**src/rtl/rtci_pkg.sv**
```systemverilog
// Purpose: Shared constants and types of the clock-chip serial access port.
// Assumes: One 50 MHz system clock.
// Notes: All counts are derived from times stated in their own units.
package rtci_pkg;

	// ----------------------------------------
	// Link addressing
	// ----------------------------------------
	localparam logic [6:0] RTCI_SLAVE_ADDR = 7'h32;
	localparam logic [3:0] RTCI_PTR_RESET = 4'hf;
	localparam logic [3:0] RTCI_FMT_WRITE = 4'h0;
	localparam logic [3:0] RTCI_FMT_READ_NOW = 4'h4;
	localparam logic [7:0] RTCI_FILL_BYTE = 8'hff;
	localparam logic [3:0] RTCI_BITS_PER_BYTE = 4'h8;

	// ----------------------------------------
	// Timing
	// ----------------------------------------
	localparam int RTCI_CLK_KHZ = 50000;
	localparam int RTCI_ACCESS_LIMIT_MS = 500;
	localparam int RTCI_ACCESS_LIMIT_CYC = RTCI_ACCESS_LIMIT_MS * RTCI_CLK_KHZ;
	localparam int RTCI_TMR_W = 25;

	// ----------------------------------------
	// Types
	// ----------------------------------------
	typedef enum logic [2:0] {
		RTCI_ST_IDLE,
		RTCI_ST_RX,
		RTCI_ST_RX_ACK,
		RTCI_ST_TX,
		RTCI_ST_TX_ACK,
		RTCI_ST_SKIP
	} rtci_state_t;

	typedef struct packed {
		logic valid;
		logic [3:0] addr;
		logic [7:0] data;
	} rtci_wr_t;

endpackage

```
**src/rtl/rtci_sync.sv**
```systemverilog
// Purpose: Two-stage synchroniser for the link pins.
// Assumes: Inputs are asynchronous to ref_clk.
// Notes: Only the second stage is visible outside.
`timescale 1ns/100ps
`default_nettype none
module rtci_sync #(
	parameter int W = 2
) (
	input wire logic ref_clk,
	input wire logic rst,
	input wire logic [W-1:0] async_i,
	output logic [W-1:0] sync_o
);
	import rtci_pkg::*;

	logic [W-1:0] meta_q;

	genvar g;
	generate
		for (g = 0; g < W; g++)
		begin : g_bit
			always_ff @(posedge ref_clk or posedge rst)
			begin
				if (rst)
				begin
					meta_q[g] <= 1'b1;
					sync_o[g] <= 1'b1;
				end
				else
				begin
					meta_q[g] <= async_i[g];
					sync_o[g] <= meta_q[g];
				end
			end
		end
	endgenerate

endmodule // rtci_sync
`default_nettype wire

```
**src/rtl/rtci_port.sv**
```systemverilog
// Purpose: Two-wire slave port giving a bus master access to the clock registers.
// Assumes: Register space sits outside; read data is returned in the same cycle.
// Notes: The link clock is oversampled by ref_clk; it must stay well below 12 MHz.
`timescale 1ns/100ps
`default_nettype none
module rtci_port #(
	parameter int ACCESS_LIMIT_CYC = rtci_pkg::RTCI_ACCESS_LIMIT_CYC
) (
	input wire logic ref_clk,
	input wire logic rst,
	input wire logic scl_i,
	input wire logic sda_i,
	output logic sda_o,
	output logic sda_oe,
	output rtci_pkg::rtci_wr_t reg_wr,
	output logic [3:0] reg_rd_addr,
	input wire logic [7:0] reg_rd_data,
	output logic time_hold
);
	import rtci_pkg::*;

	// ----------------------------------------
	// Pin sampling and condition detection
	// ----------------------------------------
	logic [1:0] pins_s;
	logic scl_s, sda_s, scl_p_q, sda_p_q;
	logic scl_rise, scl_fall, start_det, stop_det;

	rtci_sync #(
		.W(2)
	) u_sync (
		.ref_clk(ref_clk),
		.rst(rst),
		.async_i({scl_i, sda_i}),
		.sync_o(pins_s)
	);

	assign scl_s = pins_s[1];
	assign sda_s = pins_s[0];

	always_ff @(posedge ref_clk or posedge rst)
	begin
		if (rst)
		begin
			scl_p_q <= 1'b1;
			sda_p_q <= 1'b1;
		end
		else
		begin
			scl_p_q <= scl_s;
			sda_p_q <= sda_s;
		end
	end

	assign scl_rise = scl_s && !scl_p_q;
	assign scl_fall = !scl_s && scl_p_q;
	assign start_det = scl_s && scl_p_q && sda_p_q && !sda_s;
	assign stop_det = scl_s && scl_p_q && !sda_p_q && sda_s;

	// ----------------------------------------
	// Access time limit
	// ----------------------------------------
	// The limit runs from the first start; a repeated start does not restart it.
	logic [RTCI_TMR_W-1:0] tmr_q;
	logic tmr_act_q, tout_hit;

	assign tout_hit = tmr_act_q && (tmr_q == RTCI_TMR_W'(ACCESS_LIMIT_CYC - 1));

	always_ff @(posedge ref_clk or posedge rst)
	begin
		if (rst)
		begin
			tmr_q <= '0;
			tmr_act_q <= 1'b0;
		end
		else if (stop_det || tout_hit)
		begin
			tmr_q <= '0;
			tmr_act_q <= 1'b0;
		end
		else if (start_det && !tmr_act_q && !time_hold)
		begin
			tmr_q <= '0;
			tmr_act_q <= 1'b1;
		end
		else if (tmr_act_q)
		begin
			tmr_q <= tmr_q + 1'b1;
		end
	end

	// ----------------------------------------
	// Time hold and lockout after forced end
	// ----------------------------------------
	logic locked_q;

	always_ff @(posedge ref_clk or posedge rst)
	begin
		if (rst)
		begin
			time_hold <= 1'b0;
			locked_q <= 1'b0;
		end
		else if (stop_det)
		begin
			time_hold <= 1'b0;
			locked_q <= 1'b0;
		end
		else if (tout_hit)
		begin
			time_hold <= 1'b0;
			locked_q <= 1'b1;
		end
		else if (start_det && !locked_q)
		begin
			time_hold <= 1'b1;
		end
	end

	// ----------------------------------------
	// Byte engine
	// ----------------------------------------
	rtci_state_t st_q;
	logic [3:0] cnt_q;
	logic [1:0] idx_q;
	logic [7:0] rx_q, tx_q;
	logic [3:0] ptr_q;
	logic rw_q, ack_q, go_tx_q, mack_q;
	logic addr_ok;

	assign addr_ok = (rx_q[7:1] == RTCI_SLAVE_ADDR);
	assign reg_rd_addr = ptr_q;

	always_ff @(posedge ref_clk or posedge rst)
	begin
		if (rst)
		begin
			st_q <= RTCI_ST_IDLE;
			cnt_q <= '0;
			idx_q <= '0;
			rx_q <= '0;
			tx_q <= RTCI_FILL_BYTE;
			ptr_q <= RTCI_PTR_RESET;
			rw_q <= 1'b0;
			ack_q <= 1'b0;
			go_tx_q <= 1'b0;
			mack_q <= 1'b0;
			reg_wr <= '0;
		end
		else
		begin
			reg_wr.valid <= 1'b0;
			if (stop_det)
			begin
				st_q <= RTCI_ST_IDLE;
				ptr_q <= RTCI_PTR_RESET;
			end
			else if (start_det)
			begin
				st_q <= RTCI_ST_RX;
				cnt_q <= '0;
				idx_q <= '0;
			end
			else if (tout_hit)
			begin
				st_q <= RTCI_ST_SKIP;
				ptr_q <= RTCI_PTR_RESET;
			end
			else
			begin
				case (st_q)
					RTCI_ST_RX:
					begin
						if (scl_rise)
						begin
							rx_q <= {rx_q[6:0], sda_s};
							cnt_q <= cnt_q + 1'b1;
						end
						else if (scl_fall && cnt_q == RTCI_BITS_PER_BYTE)
						begin
							st_q <= RTCI_ST_RX_ACK;
							go_tx_q <= 1'b0;
							ack_q <= 1'b1;
							if (idx_q == 2'd0)
							begin
								rw_q <= rx_q[0];
								ack_q <= addr_ok && !(locked_q && !rx_q[0]);
								go_tx_q <= rx_q[0];
								if (!addr_ok || (locked_q && !rx_q[0]))
								begin
									st_q <= RTCI_ST_SKIP;
								end
							end
							else if (idx_q == 2'd1)
							begin
								ptr_q <= rx_q[7:4];
								go_tx_q <= (rx_q[3:0] == RTCI_FMT_READ_NOW);
							end
							else
							begin
								reg_wr.valid <= 1'b1;
								reg_wr.addr <= ptr_q;
								reg_wr.data <= rx_q;
								ptr_q <= ptr_q + 1'b1;
							end
						end
					end
					RTCI_ST_RX_ACK:
					begin
						if (scl_fall)
						begin
							cnt_q <= '0;
							if (idx_q != 2'd2)
							begin
								idx_q <= idx_q + 1'b1;
							end
							if (go_tx_q)
							begin
								st_q <= RTCI_ST_TX;
								tx_q <= locked_q ? RTCI_FILL_BYTE : reg_rd_data;
								ptr_q <= ptr_q + 1'b1;
							end
							else
							begin
								st_q <= RTCI_ST_RX;
							end
						end
					end
					RTCI_ST_TX:
					begin
						if (scl_fall)
						begin
							tx_q <= {tx_q[6:0], 1'b1};
							cnt_q <= cnt_q + 1'b1;
							if (cnt_q == RTCI_BITS_PER_BYTE - 4'h1)
							begin
								st_q <= RTCI_ST_TX_ACK;
							end
						end
					end
					RTCI_ST_TX_ACK:
					begin
						if (scl_rise)
						begin
							mack_q <= !sda_s;
						end
						else if (scl_fall)
						begin
							cnt_q <= '0;
							if (mack_q)
							begin
								st_q <= RTCI_ST_TX;
								tx_q <= locked_q ? RTCI_FILL_BYTE : reg_rd_data;
								ptr_q <= ptr_q + 1'b1;
							end
							else
							begin
								st_q <= RTCI_ST_SKIP;
							end
						end
					end
					default:
					begin
						st_q <= st_q;
					end
				endcase
			end
		end
	end

	// ----------------------------------------
	// Open-drain data pin
	// ----------------------------------------
	// The pin level is never driven high; pull-ups supply the high level.
	assign sda_o = 1'b0;
	assign sda_oe = ((st_q == RTCI_ST_RX_ACK) && ack_q)
		|| ((st_q == RTCI_ST_TX) && !tx_q[7]);
endmodule // rtci_port
`default_nettype wire

```
**config.mk**
```make
export PLATFORM = sky130hd
export DESIGN_NAME = rtci_port
export DESIGN_NICKNAME = d
export VERILOG_FILES = /design/src/rtl/rtci_pkg.sv /design/src/rtl/rtci_sync.sv /design/src/rtl/rtci_port.sv
export SDC_FILE = /design/constraint.sdc
export NUM_CORES = 1
export LEC_CHECK = 0
export ABC_AREA = 1
export BUFFER_PORTS_ARGS = -buffer_cell sky130_fd_sc_hd__clkbuf_2
export CORE_MARGIN = 2
export CORE_UTILIZATION = 65
export CTS_CLUSTER_SIZE = 24
export DETAILED_ROUTE_END_ITERATION = 10
export GPL_TIMING_DRIVEN = 0
export PLACE_DENSITY = 0.85
export REMOVE_ABC_BUFFERS = 1
export SYNTH_ARGS = -nofsm -noshare
export SYNTH_HDL_FRONTEND = slang
export SYNTH_HIERARCHICAL = 1
export SYNTH_SLANG_ARGS = --single-unit
```
**constraint.sdc**
```tcl
create_clock -name ref_clk -period 4.1 [get_ports ref_clk]
set_clock_uncertainty 0.15 [all_clocks]
set_input_delay 0.41 -clock ref_clk [delete_from_list [all_inputs] [get_ports ref_clk]]
set_output_delay 0.41 -clock ref_clk [all_outputs]
set_load 0.02 [all_outputs]
```
==> results summary <==
The fraction of synthesis flops using an asynchronous set or reset pin is 1.00. STA puts the critical path data arrival time at between 1.5 and 2 ns. The run finished with clean final reports. For this design the top-level I/O count stands at 32.

The last weighted congestion value of the routability-driven placer is about 0.9. During synthesis, Yosys emitted a total of 6 warnings. The portion of the post-synthesis area used by sequential elements came out at 0.446. The count of state elements after synthesis came out at just under 80. The number of DRC markers in iteration 0 came out at 279. The worst hold path belongs to the class input pin to flip-flop.

By count the netlist is led by 149 x sky130_fd_sc_hd__nand2_1, 85 x sky130_fd_sc_hd__nor2_1, 65 x sky130_fd_sc_hd__inv_1, 61 x sky130_fd_sc_hd__dfrtp_1, 50 x sky130_fd_sc_hd__nand3_1. The clock passes through at most 2 buffers. The peak clock frequency supported by timing came out at 437 MHz. The routed layout has 3835 vias. The number of inserted diodes came out at 0. The signal on the critical path passes through inv_1 > nand2_1 > nor2_2 > inv_1 > o22ai_1 > clkbuf_2.

Among all flip-flop cells after synthesis, the most frequent one is sky130_fd_sc_hd__dfrtp_1. The y dimension of the die is ~87 um. After detailed routing, the total wire length is between 8000 and 9000 um. The power density over cell area is between 500 and 600 mW/mm^2. The wire length of the first global-routing pass is 15800 um. The type of the worst setup path is flip-flop to primary output.

The number of distinct standard cells referenced by the synthesized netlist came out at about 40. VDD sags by at most 0.238 mV. From left edge to right edge, the die measures between 80 and 90 um. The final worst setup slack came out at approximately 1.8 ns.

The clock reaches the later pin of the worst-skew pair after about 0.35 ns. The count of input and output buffers came out at 30. Of the available clock period, the critical path in the final layout requires 0.558. The most numerous cell type found on the critical path is sky130_fd_sc_hd__inv_1. The cell total after placement came out at 687. The maximum net fanout on the critical path came out at 8. The hold violation total from the final report is 0. The most common cell in the synthesized netlist is sky130_fd_sc_hd__nand2_1. Of all cell types, the one taking the most synthesized area is sky130_fd_sc_hd__dfrtp_1.

After synthesis, the cell types taking the most area are sky130_fd_sc_hd__dfrtp_1 34%, sky130_fd_sc_hd__nand2_1 12%, sky130_fd_sc_hd__dfstp_2 11%. Detailed placement finished with a half-perimeter wire length of 6610 um. The number of search-and-repair iterations in the first detailed-routing pass is 6.

The delay of the slowest critical-path stage is approximately 0.42 ns. The post-detailed-route DRC marker count is 0. The floorplan row count came out at 30. Setup repair after global routing left no endpoint under its margin. The number of enable-type register cells in the synthesized netlist came out at 0. The max-slew violation count came out at 0. TritonCTS built the clock tree. The wire length per cell after detailed routing is roughly 13 um. The layout overhead on the synthesized area is 9.44%. The total grt overflow came out at 0. The max-slew headroom at the worst pin came out at 0.442. Clock tree synthesis selected as its root buffer the cell sky130_fd_sc_hd__clkbuf_8. The total core area is between 0.006 and 0.007 mm^2. Hold timing on the final database bottoms out at a slack of ~0.16 ns. The count of nets left with antenna violations after detail routing is 0. For the pin with the worst max-slew slack, the measured transition is about 0.83 ns. STA classifies the critical path endpoint as a primary output. The routed design could run at a clock period as short as between 2 and 2.5 ns. The pre-CTS worst setup slack is about 1.9 ns. The buffer and inverter count on the worst path came out at 3. The CTS buffer count came out at 9. The effective utilization at floorplan is 0.667. Of the post-synthesis cell area, the dominant cell type holds 0.341. The overall track demand over capacity in global routing came out at 0.262.

The synthesized area per cell is around 7.6 um^2. In the routed layout, each cell is associated on average with a via count of about 5.4. Broken down by cell family, the worst path's largest delay share belongs to buffers and inverters. The clock transition at the registers of the reported paths came out at approximately 0.070 ns. The setup TNS after final layout came out at 0 ns.

At the end of the flow, the number of nets in the layout was between 600 and 700. Entering global routing, the biggest net connects 76 pins. The die area is about 0.0076 mm^2.

The final instance count without filler cells came out at roughly 710. Among all stages on the critical path, the largest delay is contributed by sky130_fd_sc_hd__dfrtp_1. The end-of-flow core utilization came out at 0.730. The number of filler instances in the final layout came out at roughly 540. The synthesized netlist cell count came out at between 500 and 600. The number of global-route vias before repair came out at roughly 3.7k. The total clock sinks came out at a little under 80. The worst setup path is launched from a flip-flop. The H-tree was split into 3 levels. The max-capacitance violation count is 0. The reported leakage power is between 0.002 and 0.0025 uW. The count of buffers added by post-CTS timing repair for setup came out at 0. In the final layout, the share of cells above drive strength 1 is 0.195. The post-synth design cell area is about 0.0045 mm^2. The initial antenna violation count came out at 0. Setup violations remaining at the end of the flow were counted as 0. At the worst endpoint, the required time is approximately 3.5 ns.
## cells in the final DEF (no fill, tap or decap), types with 17 or more instances in the layout
cell type / count
sky130_fd_sc_hd__o21ai_0: 17
sky130_fd_sc_hd__dfrtp_1: 61
sky130_fd_sc_hd__nor2_1: 85
sky130_fd_sc_hd__a21oi_1: 17
sky130_fd_sc_hd__nand3_1: 50
sky130_fd_sc_hd__nand2_1: 149
sky130_fd_sc_hd__dfstp_2: 18
sky130_fd_sc_hd__inv_1: 64
sky130_fd_sc_hd__nand2_2: 27
sky130_fd_sc_hd__clkbuf_2: 30
## sequential cells by signal, summed over array words and instances (netlist names), 2 cells and up
register       count
u_sync/sync_o      2
idx_q              2
u_sync/meta_q      2
tmr_q             25
reg_wr            13
st_q               3
reg_rd_addr        4
rx_q               8
tx_q               8
cnt_q              4
## repair_timing
| action | in CTS | in global routing |
|---|---|---|
| endpoints found under the hold margin | 20 | 0 |
| hold buffers | 3 | 0 |
| gates resized for setup | 0 | 0 |
## logic make-up (layout without fill, tap and decap cells)
| group | count (synthesis) | after routing | synth area share |
|---|---|---|---|
| buf+inv | 82 | 122 | 0.0815 |
| fa+ha+maj | 7 | 7 | 0.0195 |
| xor+xnor | 6 | 6 | 0.0117 |
| flops | 79 | 79 | 0.446 |
| other cells | 1 | 1 | 0.000837 |
| simple gates | 359 | 359 | 0.376 |
| compound gates | 52 | 52 | 0.0642 |
## final timing paths
kind	cells after the start	slack, ns	from	to
min in group asynchronous	4	0.53	rst	tmr_q[8]$_DFFE_PP0P_
max reg2reg	5	1.86	u_sync/sync_o[1]$_DFF_PP1_	tmr_q[2]$_DFFE_PP0P_
min	3	0.16	reg_rd_data[0]	tx_q[0]$_DFFE_PP1P_
max in group asynchronous	4	2.93	rst	tx_q[3]$_DFFE_PP1P_
min reg2reg	0	0.21	u_sync/meta_q[1]$_DFF_PP1_	u_sync/sync_o[1]$_DFF_PP1_
max	6	1.81	st_q[2]$_DFFE_PP0P_	sda_oe
## metal layers
layer | vias up | GRT usage | part of all wire
met5 | - | 0 | 0
met4 | 0 | 0.105 | 0.020
met3 | 22 | 0.0483 | 0.041
met2 | 110 | 0.466 | 0.51
met1 | 1775 | 0.312 | 0.43
li1 | 1928 | - | -
## report_power, final
part | internal, uW | switching [uW]
Sequential | 981 | 145
Clock | 340 | 267
Combinational | 307 | 599
## per-stage QoR
stage / instance area, um^2 / total power [uW]
after floorplan: 4390 / 1810
after global routing: 4900 / 2850
after global placement: 4640 / 1980
after CTS: 4900 / 2650
after detailed placement: 4670 / 2040
final: 4900 / 2640
## worst reg2reg max path: cells and delay by family, from the launching register on
family                 cells  cell delay (ns)
and+or+nand+nor            4             1.03
DFF                        1             0.58
buffers and inverters      1             0.37
## final cells by class
cell class | instances | area (um^2) | area share
multi-input combinational | 425 | 2120 | 0.432
tap | 80 | 100 | 0.0204
sequential | 79 | 2000 | 0.408
inverter | 72 | 274 | 0.0559
clock inverter | 5 | 75.1 | 0.0153
clock buffer | 11 | 131 | 0.0268
timing repair buffer | 34 | 208 | 0.0423
Note: power is estimated with default switching activity, not from simulation.
